$ cat config.mk
export PLATFORM = sky130hd
export DESIGN_NAME = tssc_top
export DESIGN_NICKNAME = d
export VERILOG_FILES = /design/src/core/tssc_pkg.sv /design/src/core/tssc_cfg_latch.sv /design/src/core/tssc_top.sv
export SDC_FILE = /design/constraint.sdc
export NUM_CORES = 1
export LEC_CHECK = 0
export BUFFER_PORTS_ARGS = -buffer_cell sky130_fd_sc_hd__buf_2
export CAP_MARGIN = 30
export CELL_PAD_IN_SITES_DETAIL_PLACEMENT = 1
export CELL_PAD_IN_SITES_GLOBAL_PLACEMENT = 1
export CORE_UTILIZATION = 39
export DETAILED_ROUTE_END_ITERATION = 12
export GPL_TIMING_DRIVEN = 0
export PLACE_DENSITY_LB_ADDON = 0.1
export SETUP_SLACK_MARGIN = 0.2
export SLEW_MARGIN = 20
export SYNTH_ARGS = -nofsm -noshare
export SYNTH_HDL_FRONTEND = slang
export SYNTH_HIERARCHICAL = 1
export SYNTH_SLANG_ARGS = --single-unit
$ cat constraint.sdc
create_clock -name mclk_in -period 1.75 [get_ports mclk_in]
set_clock_uncertainty 0.15 [all_clocks]
set_input_delay 0.35 -clock mclk_in [delete_from_list [all_inputs] [get_ports mclk_in]]
set_output_delay 0.35 -clock mclk_in [all_outputs]
set_load 0.02 [all_outputs]
$ cat src/core/tssc_pkg.sv
// Package for the two-speed start-up clock select block.
// Assumes one 25 MHz clock and a plain register port with word indices.
package tssc_pkg;

	// ------------------------------------------------------------------
	// Register indices on the plain register port
	// ------------------------------------------------------------------
	localparam logic [2:0] TSSC_IDX_OSC_CONTROL_STATUS    = 3'h0;
	localparam logic [2:0] TSSC_IDX_CLOCK_DIVIDER_CONTROL = 3'h1;
	localparam logic [2:0] TSSC_IDX_PLL_FEEDBACK_DIVISOR  = 3'h2;
	localparam logic [2:0] TSSC_IDX_RC_TUNING             = 3'h3;
	localparam logic [2:0] TSSC_IDX_STARTUP_SOURCE_CONFIG = 3'h4;
	localparam logic [2:0] TSSC_IDX_OSCILLATOR_CONFIG     = 3'h5;

	// ------------------------------------------------------------------
	// Reset values
	// ------------------------------------------------------------------
	localparam logic [15:0] TSSC_RST_CLOCK_DIVIDER  = 16'h3040;
	localparam logic [15:0] TSSC_RST_PLL_FEEDBACK   = 16'h0030;
	localparam logic [15:0] TSSC_RST_RC_TUNING      = 16'h0000;
	localparam logic [15:0] TSSC_RST_OSC_CONTROL    = 16'h7700;

	// ------------------------------------------------------------------
	// Implemented-bit masks (unimplemented bits read as zero)
	// ------------------------------------------------------------------
	localparam logic [15:0] TSSC_MASK_CLOCK_DIVIDER = 16'hffdf;
	localparam logic [15:0] TSSC_MASK_PLL_FEEDBACK  = 16'h01ff;
	localparam logic [15:0] TSSC_MASK_RC_TUNING     = 16'h003f;
	localparam logic [15:0] TSSC_MASK_STARTUP_CFG   = 16'h00a7;
	localparam logic [15:0] TSSC_MASK_OSC_CFG       = 16'h00e7;

	// ------------------------------------------------------------------
	// Field positions in the oscillator control and status register
	// ------------------------------------------------------------------
	localparam int TSSC_POS_CURRENT_LO  = 12;
	localparam int TSSC_POS_NEW_LO      = 8;
	localparam int TSSC_POS_LOCKOUT     = 7;
	localparam int TSSC_POS_PIN_LOCK    = 6;
	localparam int TSSC_POS_PLL_LOCK    = 5;
	localparam int TSSC_POS_FAIL        = 3;
	localparam int TSSC_POS_SEC_OSC_EN  = 1;
	localparam int TSSC_POS_SWITCH_REQ  = 0;

	// Configuration word fields.
	localparam int TSSC_POS_TWO_SPEED   = 7;
	localparam int TSSC_POS_MONITOR_HI  = 7;
	localparam int TSSC_POS_MONITOR_LO  = 6;

	// ------------------------------------------------------------------
	// Clock source encodings and RC trim codes
	// ------------------------------------------------------------------
	localparam logic [2:0] TSSC_SRC_INTERNAL_FAST_RC = 3'h0;
	localparam logic [2:0] TSSC_SRC_RC_PLL           = 3'h1;
	localparam logic [2:0] TSSC_SRC_PRIMARY          = 3'h2;
	localparam logic [2:0] TSSC_SRC_PRIMARY_PLL      = 3'h3;
	localparam logic [2:0] TSSC_SRC_SECONDARY        = 3'h4;
	localparam logic [5:0] TSSC_TRIM_PLUS_11P625     = 6'h1f;
	localparam logic [5:0] TSSC_TRIM_PLUS_11P25      = 6'h1e;

	// ------------------------------------------------------------------
	// Timing: clock-stable settle time after ready
	// ------------------------------------------------------------------
	localparam int TSSC_CLK_MHZ         = 25;
	localparam int TSSC_SETTLE_NS       = 200;
	localparam int TSSC_SETTLE_CYCLES   = (TSSC_SETTLE_NS * TSSC_CLK_MHZ + 999) / 1000;

	typedef enum logic [1:0] {
		TSSC_ST_IDLE,
		TSSC_ST_WAIT_READY,
		TSSC_ST_SETTLE,
		TSSC_ST_DONE
	} tssc_state_e;

endpackage

$ cat src/core/tssc_cfg_latch.sv
// Capture stage for the two configuration words.
// Assumes the words are steady around power-on reset release.
`timescale 1ns/100ps
module tssc_cfg_latch
	import tssc_pkg::*;
(
	input  wire logic        mclk_in,
	input  wire logic        rst_n_in,
	input  wire logic [15:0] startup_cfg_in,
	input  wire logic [15:0] osc_cfg_in,
	output logic      [15:0] startup_cfg_out,
	output logic      [15:0] osc_cfg_out,
	output logic             valid_out
);

	// ------------------------------------------------------------------
	// Sample once after reset release and hold
	// ------------------------------------------------------------------

	// Takes the words on the first edge after release, then freezes them.
	always_ff @(posedge mclk_in or negedge rst_n_in) begin
		if (!rst_n_in) begin
			startup_cfg_out <= 16'h0000;
			osc_cfg_out     <= 16'h0000;
			valid_out       <= 1'b0;
		end else if (!valid_out) begin
			startup_cfg_out <= startup_cfg_in & TSSC_MASK_STARTUP_CFG;
			osc_cfg_out     <= osc_cfg_in & TSSC_MASK_OSC_CFG;
			valid_out       <= 1'b1;
		end
	end

endmodule

$ cat src/core/tssc_top.sv
// Two-speed start-up clock select and oscillator register set.
// Assumes rst_n_in is the power-on reset, oscillator ready and PLL lock
// inputs are synchronous to mclk_in, and the register port is a plain strobe port.
//
// Added by the designer: the plain strobed port and the placing of the registers.
`timescale 1ns/100ps

module tssc_top
	import tssc_pkg::*;
(
	input  wire logic        mclk_in,
	input  wire logic        rst_n_in,
	input  wire logic [2:0]  reg_addr_in,
	input  wire logic [15:0] reg_wdata_in,
	input  wire logic        reg_wr_in,
	input  wire logic        reg_rd_in,
	output logic      [15:0] reg_rdata_out,
	input  wire logic [15:0] startup_source_config_in,
	input  wire logic [15:0] oscillator_config_in,
	input  wire logic        osc_startup_timer_done_in,
	input  wire logic        pll_locked_in,
	input  wire logic        pll_lock_wait_enable_in,
	output logic [2:0]       current_source_status_out,
	output logic             internal_fast_rc_enable_out,
	output logic             target_osc_enable_out,
	output logic             core_run_out,
	output logic             startup_done_out,
	output logic [5:0]       rc_trim_field_out,
	output logic [6:0]       rc_trim_pct_x8_out
);
	import tssc_pkg::*;

	// ------------------------------------------------------------------
	// Declarations
	// ------------------------------------------------------------------
	logic [15:0] startup_cfg;
	logic [15:0] osc_cfg;
	logic        cfg_valid;
	tssc_state_e state_reg;
	tssc_state_e state_next;
	logic [2:0]  current_reg;
	logic [2:0]  new_source_reg;
	logic        switch_request_reg;
	logic        pll_lock_reg;
	logic        lockout_reg;
	logic        pin_lock_reg;
	logic        sec_osc_en_reg;
	logic        rc_on_reg;
	logic        old_off_reg;
	logic [15:0] clock_divider_control_reg;
	logic [15:0] pll_feedback_divisor_reg;
	logic [15:0] rctun_reg;
	logic [7:0]  settle_cnt_reg;
	logic        two_speed;
	logic [2:0]  cfg_source;
	logic        monitor_on;
	logic        switching_on;
	logic        needs_pll;
	logic        is_crystal;
	logic        target_ready;
	logic [15:0] osc_control_status;
	logic [15:0] rdata_next;

	// ------------------------------------------------------------------
	// Configuration capture
	// ------------------------------------------------------------------

	// Holds the two configuration words from power-on for the whole sequence.
	tssc_cfg_latch u_cfg (
		.mclk_in         (mclk_in),
		.rst_n_in        (rst_n_in),
		.startup_cfg_in  (startup_source_config_in),
		.osc_cfg_in      (oscillator_config_in),
		.startup_cfg_out (startup_cfg),
		.osc_cfg_out     (osc_cfg),
		.valid_out       (cfg_valid)
	);

	// Decodes the captured words; two-speed is enabled high, switching and monitor low.
	assign two_speed    = startup_cfg[TSSC_POS_TWO_SPEED];
	assign cfg_source   = startup_cfg[2:0];
	assign switching_on = !osc_cfg[TSSC_POS_MONITOR_HI];
	assign monitor_on   = switching_on && !osc_cfg[TSSC_POS_MONITOR_LO];
	assign needs_pll    = (cfg_source == TSSC_SRC_RC_PLL) || (cfg_source == TSSC_SRC_PRIMARY_PLL);
	assign is_crystal   = (cfg_source == TSSC_SRC_PRIMARY) || (cfg_source == TSSC_SRC_PRIMARY_PLL)
	                      || (cfg_source == TSSC_SRC_SECONDARY);

	// Target is ready when the timer ran out for crystals and PLL locked if needed and lock wait is enabled.
	assign target_ready = (!is_crystal || osc_startup_timer_done_in)
	                      && (!needs_pll || pll_locked_in || !pll_lock_wait_enable_in);

	// ------------------------------------------------------------------
	// Start-up sequencer
	// ------------------------------------------------------------------

	// Picks the next step; the monitor/switch field is not consulted here.
	always_comb begin
		state_next = state_reg;
		unique case (state_reg)
			TSSC_ST_IDLE: begin
				if (cfg_valid) begin
					if (two_speed && cfg_source != TSSC_SRC_INTERNAL_FAST_RC) begin
						state_next = TSSC_ST_WAIT_READY;
					end else begin
						state_next = TSSC_ST_DONE;
					end
				end
			end
			TSSC_ST_WAIT_READY: begin
				if (target_ready) begin
					state_next = TSSC_ST_SETTLE;
				end
			end
			TSSC_ST_SETTLE: begin
				if (!target_ready) begin
					state_next = TSSC_ST_WAIT_READY;
				end else if (settle_cnt_reg == 8'(TSSC_SETTLE_CYCLES - 1)) begin
					state_next = TSSC_ST_DONE;
				end
			end
			TSSC_ST_DONE: begin
				state_next = TSSC_ST_DONE;
			end
		endcase
	end

	// State register.
	always_ff @(posedge mclk_in or negedge rst_n_in) begin
		if (!rst_n_in) begin
			state_reg <= TSSC_ST_IDLE;
		end else begin
			state_reg <= state_next;
		end
	end

	// Counts the stabilisation wait once the target reports ready.
	always_ff @(posedge mclk_in or negedge rst_n_in) begin
		if (!rst_n_in) begin
			settle_cnt_reg <= 8'h00;
		end else if (state_reg == TSSC_ST_SETTLE) begin
			settle_cnt_reg <= settle_cnt_reg + 8'h01;
		end else begin
			settle_cnt_reg <= 8'h00;
		end
	end

	// ------------------------------------------------------------------
	// Source fields and switch request
	// ------------------------------------------------------------------

	// Current source starts on internal RC; new source loads the configured one.
	always_ff @(posedge mclk_in or negedge rst_n_in) begin
		if (!rst_n_in) begin
			current_reg        <= TSSC_SRC_INTERNAL_FAST_RC;
			new_source_reg     <= TSSC_SRC_INTERNAL_FAST_RC;
			switch_request_reg <= 1'b0;
		end else if (state_reg == TSSC_ST_IDLE && cfg_valid) begin
			new_source_reg <= cfg_source;
			if (two_speed) begin
				current_reg        <= TSSC_SRC_INTERNAL_FAST_RC;
				switch_request_reg <= (cfg_source != TSSC_SRC_INTERNAL_FAST_RC);
			end else begin
				current_reg <= cfg_source;
			end
		end else if (state_reg == TSSC_ST_SETTLE && state_next == TSSC_ST_DONE) begin
			current_reg        <= new_source_reg;
			switch_request_reg <= 1'b0;
		end
	end

	// Internal RC runs until the switch ends, then stops unless the monitor is on or the new source is RC with PLL; without two-speed only RC sources keep it.
	always_ff @(posedge mclk_in or negedge rst_n_in) begin
		if (!rst_n_in) begin
			rc_on_reg   <= 1'b1;
			old_off_reg <= 1'b0;
		end else if (state_reg == TSSC_ST_IDLE && cfg_valid) begin
			rc_on_reg <= two_speed || cfg_source == TSSC_SRC_INTERNAL_FAST_RC || cfg_source == TSSC_SRC_RC_PLL;
		end else if (state_reg == TSSC_ST_SETTLE && state_next == TSSC_ST_DONE) begin
			rc_on_reg   <= monitor_on || needs_pll && cfg_source == TSSC_SRC_RC_PLL;
			old_off_reg <= !monitor_on;
		end
	end

	// PLL lock status bit follows the lock input.
	always_ff @(posedge mclk_in or negedge rst_n_in) begin
		if (!rst_n_in) begin
			pll_lock_reg <= 1'b0;
		end else begin
			pll_lock_reg <= pll_locked_in;
		end
	end

	// ------------------------------------------------------------------
	// Software registers
	// ------------------------------------------------------------------

	// Writable control bits; lockout only sets and is cleared by power-on, pin lock follows each write.
	always_ff @(posedge mclk_in or negedge rst_n_in) begin
		if (!rst_n_in) begin
			clock_divider_control_reg     <= TSSC_RST_CLOCK_DIVIDER;
			pll_feedback_divisor_reg     <= TSSC_RST_PLL_FEEDBACK;
			rctun_reg      <= TSSC_RST_RC_TUNING;
			lockout_reg    <= 1'b0;
			pin_lock_reg   <= 1'b0;
			sec_osc_en_reg <= 1'b0;
		end else if (reg_wr_in) begin
			unique case (reg_addr_in)
				TSSC_IDX_CLOCK_DIVIDER_CONTROL: begin
					clock_divider_control_reg <= reg_wdata_in & TSSC_MASK_CLOCK_DIVIDER;
				end
				TSSC_IDX_PLL_FEEDBACK_DIVISOR: begin
					pll_feedback_divisor_reg <= reg_wdata_in & TSSC_MASK_PLL_FEEDBACK;
				end
				TSSC_IDX_RC_TUNING: begin
					rctun_reg <= reg_wdata_in & TSSC_MASK_RC_TUNING;
				end
				TSSC_IDX_OSC_CONTROL_STATUS: begin
					lockout_reg    <= lockout_reg | reg_wdata_in[TSSC_POS_LOCKOUT];
					pin_lock_reg   <= reg_wdata_in[TSSC_POS_PIN_LOCK];
					sec_osc_en_reg <= reg_wdata_in[TSSC_POS_SEC_OSC_EN];
				end
				default: begin
				end
			endcase
		end
	end

	// Assembles the control and status word; unused bits are zero.
	always_comb begin
		osc_control_status = 16'h0000;
		osc_control_status[TSSC_POS_CURRENT_LO +: 3] = current_reg;
		osc_control_status[TSSC_POS_NEW_LO +: 3]     = new_source_reg;
		osc_control_status[TSSC_POS_LOCKOUT]         = lockout_reg;
		osc_control_status[TSSC_POS_PIN_LOCK]        = pin_lock_reg;
		osc_control_status[TSSC_POS_PLL_LOCK]        = pll_lock_reg;
		osc_control_status[TSSC_POS_SEC_OSC_EN]      = sec_osc_en_reg;
		osc_control_status[TSSC_POS_SWITCH_REQ]      = switch_request_reg;
	end

	// Read mux; unmapped indices return zero.
	always_comb begin
		unique case (reg_addr_in)
			TSSC_IDX_OSC_CONTROL_STATUS:    rdata_next = osc_control_status;
			TSSC_IDX_CLOCK_DIVIDER_CONTROL: rdata_next = clock_divider_control_reg;
			TSSC_IDX_PLL_FEEDBACK_DIVISOR:  rdata_next = pll_feedback_divisor_reg;
			TSSC_IDX_RC_TUNING:             rdata_next = rctun_reg;
			TSSC_IDX_STARTUP_SOURCE_CONFIG: rdata_next = startup_cfg;
			TSSC_IDX_OSCILLATOR_CONFIG:     rdata_next = osc_cfg;
			default:                        rdata_next = 16'h0000;
		endcase
	end

	// Read data stands in the cycle after the strobe only.
	always_ff @(posedge mclk_in or negedge rst_n_in) begin
		if (!rst_n_in) begin
			reg_rdata_out <= 16'h0000;
		end else if (reg_rd_in) begin
			reg_rdata_out <= rdata_next;
		end else begin
			reg_rdata_out <= 16'h0000;
		end
	end

	// ------------------------------------------------------------------
	// Outputs
	// ------------------------------------------------------------------

	// Trim code and its effect in eighths of a percent for the two top codes.
	always_comb begin
		unique case (rctun_reg[5:0])
			TSSC_TRIM_PLUS_11P625: rc_trim_pct_x8_out = 7'h5d;
			TSSC_TRIM_PLUS_11P25:  rc_trim_pct_x8_out = 7'h5a;
			default:               rc_trim_pct_x8_out = 7'h00;
		endcase
	end

	assign rc_trim_field_out           = rctun_reg[5:0];
	assign current_source_status_out   = current_reg;
	assign internal_fast_rc_enable_out = rc_on_reg;
	assign target_osc_enable_out       = (state_reg != TSSC_ST_IDLE) && !old_off_reg || state_reg == TSSC_ST_DONE;
	assign core_run_out                = 1'b1;
	assign startup_done_out            = (state_reg == TSSC_ST_DONE);

endmodule

# Word-level counts from Yosys, hierarchy flattened
# Cells that the tools add are included.
[totals] output_inout_bits=36 input_bits=58 elab_cells=92 reg_bits=81
[classes] n_bitwise=2 eq_ne=17 n_reduce_logical=36 addsub=1 n_mux=18
[op_table] operator="one-hot mux 16 bit (6 select lines)" n=1
[op_table] operator="two-way mux 16 bit" n=1
[op_table] operator="one-hot mux 7 bit (2 select lines)" n=1
[op_table] operator="equality test 3 x 2 -> 1 bit (second input constant)" n=4
[op_table] operator="equality test 6 x 5 -> 1 bit (second input constant)" n=2
[op_table] operator="AND reduction 2 bit" n=6
[op_table] operator="logical OR 1 bit" n=10
[op_table] operator="two-way mux 2 bit" n=5
[op_table] operator="equality test 3 bit (second input constant)" n=3
[op_table] operator="two-way mux 3 bit" n=3
[op_table] operator="adder 8 x 1 -> 8 bit (second input constant)" n=1
[op_table] operator="equality test 8 x 3 -> 1 bit (second input constant)" n=1
[op_table] operator="two-way mux 8 bit" n=1
[op_table] operator="one-hot mux 2 bit (4 select lines)" n=1
[op_table] operator="logical AND 1 bit" n=7
[op_table] operator="logical NOT 1 bit" n=7
[op_table] operator="equality test 2 bit (second input constant)" n=3
[op_table] operator="equality test 3 x 1 -> 1 bit (second input constant)" n=2
[op_table] operator="logical NOT 3 bit" n=2
[op_table] operator="two-way mux 1 bit" n=5
[op_table] operator="nonzero test 2 bit" n=2
[op_table] operator="nonzero test 3 bit" n=1
[op_table] operator="equality test 2 x 1 -> 1 bit (second input constant)" n=1
[op_table] operator="logical NOT 2 bit" n=1
[op_table] operator="other kinds (3)" n=3

# Longest topological paths before layout
[depth] ltp_word=12 mapped_depth=7 depth_no_buf=5

# Cells and area by module
# Netlist, hierarchy kept.
[modules_own_cells] mod="tssc_top" cells_per_inst=290 instances=1 area_per_inst_um2=3474.6
[modules_own_cells] mod="tssc_cfg_latch" cells_per_inst=47 instances=1 area_per_inst_um2=638.1

# Worst setup path before layout
# No wires, ideal clock.
[synth_path] kind="register to output" startpoint="reg rctun_reg[2]" endpoint="out rc_trim_pct_x8_out[2]" arrival_ps=1828 required_ps=1250 path_buffers=1 stages_incl_launch_ff=5 slack_ps=-578 path_cell_list="dfrtp_1 -> nand3_1 -> nor3b_1 -> and2_1 -> buf_4"
[synth_via] elab_chain_cells=2 elab_cells_between_ends=3
[synth_lines] element="start, declared" line_no="tssc_top.sv:52" text="logic [15:0] rctun_reg;"
[synth_lines] element="start signal, assigned" line_no="tssc_top.sv:215" text="rctun_reg <= reg_wdata_in & TSSC_MASK_RC_TUNING;"
[synth_lines] element="equality test 6 x 5 -> 1 bit" line_no="tssc_top.sv:270" text="unique case (rctun_reg[5:0])"
[synth_lines] element="one-hot mux 7 bit (2 select lines) *" line_no="tssc_top.sv:270"
[synth_lines] element="end, declared" line_no="tssc_top.sv:29" text="output logic [6:0] rc_trim_pct_x8_out"
# Mark *: on every way between the ends. The rest lies on a longest branch, timed or not.

# Worst setup path after layout
[layout_path] startpoint="reg rctun_reg[3]" endpoint="out rc_trim_pct_x8_out[2]"
# Same word-level chain as after synthesis.

==> results.md <==
* Pre-Repair DR Iteration Count at 4
* Die footprint at 11000 um2
* Die Y at 105 um
* Core area at 10300 um2
* Synth-to-Final Area Change at 35.1%
* Critical path endpoint category: output port
* Failing checks: setup timing
* Initial antenna violation count at 0
* Post-layout minimum cycle time at 1970 ps
* CTS Root Cell: clkbuf_8
* CP Launch Type: register
* Met2 usage at 0.351
* Initial DRC Count at 97
* Global-route wire length before repair at 17.4 mm
* Clock latency on the worst-skew pair at 350 ps
* Max cap viols at 0
* Power Density at 997 nW/um2
* Tcrit/Tclk final at 1.12
* Vias/cell at 5.00
* Inserted Diodes at 0
* CTS tree: yes
* Hold violation count in the final report at 0
* Num CTS Buffers at 9
* Ys Warns at 6
* Relative slew slack at 0.577
* Met1 Usage GRT at 0.271
* Vias at 3012
* M3 GR Usage at 0.0287
* Final setup viols at 14
* Wirelength, routed at 10.5 mm
* RSZ-0062 raised after global routing: true
* I/O pins at 94
* Commonest non-fill, non-tap cell in the layout: dfrtp_1
* Sequential area share after synthesis at 0.495
* Library cells used by synthesis at 55
* GR Overflow Total at 0
* Crit path max fanout at 4
* Clock transition at path regs at 80 ps
* Port bufs at 68
* Busiest grt layer: met2
* H-tree Lvls at 3
* Most prevalent standard cell on the critical path: buf_6
* Primary FF master, synth: dfrtp_1
* Max FFs per register at 16
* Post-synthesis cell count at 337
* Worst EP arrival at 1470 ps
* Pleak at 2.63 nW
* Total power at 5.54 mW
* Critical-path top delay cell: dfrtp_2
* Worst min path class: in2reg
* Clock Path Buffers at 2
* #FFs+latches synth at 81
* Final worst slack at -218 ps
* Worst vdd ir at 0.430 mV
* Total negative setup slack at -1440 ps
* Clock sinks at 81
* Final design instance area without fill at 5560 um2
* Status: finished with violations
* # nets final at 521
* HPWL after DPL at 7.19 mm
* Total GRT Usage at 0.206
* DRC errors left at 0
* Gp weighted congestion at 0.725
* Most frequent cells in the layout: dfrtp_1, buf_2, buf_4
* Largest net degree at the start of global routing at 51
* WL/cell at 17.5 um
* Dpl ws at -493 ps
* Starting Density at 0.400
* Number of synthesized flops with an enable pin at 0
* Max-slew violation count at 0
* Peak Freq at 508 MHz
* CP Cell Sequence: nand3_4 > nor3b_4 > and2_4 > buf_6 > buf_6
* Async set-reset flop share out of synthesis at 1.00
* Chip width at 105 um
* Area of the mapped netlist at 4110 um2
* Avg Synthesized Cell Area at 12.2 um2
* Vias in the first global route at 3213
* Layout cells sized above 1 at 0.541
* Crit path largest cell delay at 410 ps
* FP Rows at 37
* Antenna Nets Post-Route at 0
* Crit Path Class: reg2out
* Placed inst area at 4880 um2
* Worst EP required at 1250 ps
* Tightest Pin Transition at 633 ps
[layout make-up]
class,count,area (um2)
tap,136,170
buffer,43,372
sequential,81,2050
timing repair buffer,93,661
multi-input combinational,227,2070
clock inverter,3,46.3
fill,1088,4720
clock buffer,13,169
inverter,6,22.5
[report_power, final]
group	switching, mW	internal [mW]
Sequential	0.272	2.23
Combinational	0.686	0.877
Clock	0.693	0.783
Total	1.65	3.89
[cells by family (layout without fill, tap and decap cells)]
logic type / count (synthesis) / count (layout) / synth area share
XOR/XNOR: 6 / 6 / 0.0128
flip-flops: 81 / 81 / 0.495
multiplexers: 72 / 72 / 0.211
buffers and inverters: 49 / 158 / 0.0785
adder cells (fa/ha/maj): 3 / 3 / 0.00852
AND/OR/NAND/NOR: 79 / 79 / 0.114
AO/OA/AOI/OAI: 43 / 43 / 0.0776
other: 4 / 24 / 0.00365
[metrics by stage]
stage	cells	util	hold slack, ps
after global routing	602	0.541	64.9
after floorplan	357	-	-95.6
after detailed placement	562	0.475	176
after CTS	598	0.534	66.2
after global placement	561	0.472	294
final	602	0.541	78.4
[path summary, 6_finish.rpt]
| kind | startpoint | end | slack (ps) | cells past startpoint |
|---|---|---|---|---|
| min in group asynchronous | rst_n_in | clock_divider_control_reg[4] | 340 | 2 |
| max in group asynchronous | rst_n_in | clock_divider_control_reg[12] | 470 | 3 |
| worst min register to register | lockout_reg | lockout_reg | 320 | 1 |
| worst min-delay path | startup_source_config_in[5] | u_cfg/startup_cfg_out[5] | 80 | 2 |
| worst max-delay path | rctun_reg[3] | rc_trim_pct_x8_out[2] | -220 | 5 |
| worst max register to register | state_reg[0] | switch_request_reg | -100 | 7 |
[synthesized netlist by cell type, drive strengths merged (6+ instances only)]
cell type	count	area share
dfrtp	75	0.46
mux2	56	0.16
buf	39	0.069
nor2	16	0.015
and2	15	0.023
mux2i	13	0.032
a22oi	11	0.020
o22ai	9	0.014
nand2	7	0.0064
nand3	7	0.0085
dfstp	6	0.038
inv	6	0.0055
nor2b	6	0.0091
nor3b	6	0.011
o21ai	6	0.0073
[worst max-delay path, delay by kind of cell (launching register included)]
kind                   cells  cell delay, ps
buffers and inverters      2             180
DFF                        1             410
and+or+nand+nor            3             530
[metal layers]
layer,wire (um),vias to the layer above
met4,123,0
met5,0,-
li1,-,1401
met1,4710,1545
met3,311,9
met2,5380,57
[timing repair]
action                                  CTS  global route
endpoints found under the hold margin    29             0
cloned                                    1             0
endpoints found under the setup margin   32            29
pin swaps                                12             3
gates resized for setup                  60            11
hold buffers                              2             0
setup buffers                            17             4
No activity file was read; power rests on OpenSTA's default activity.
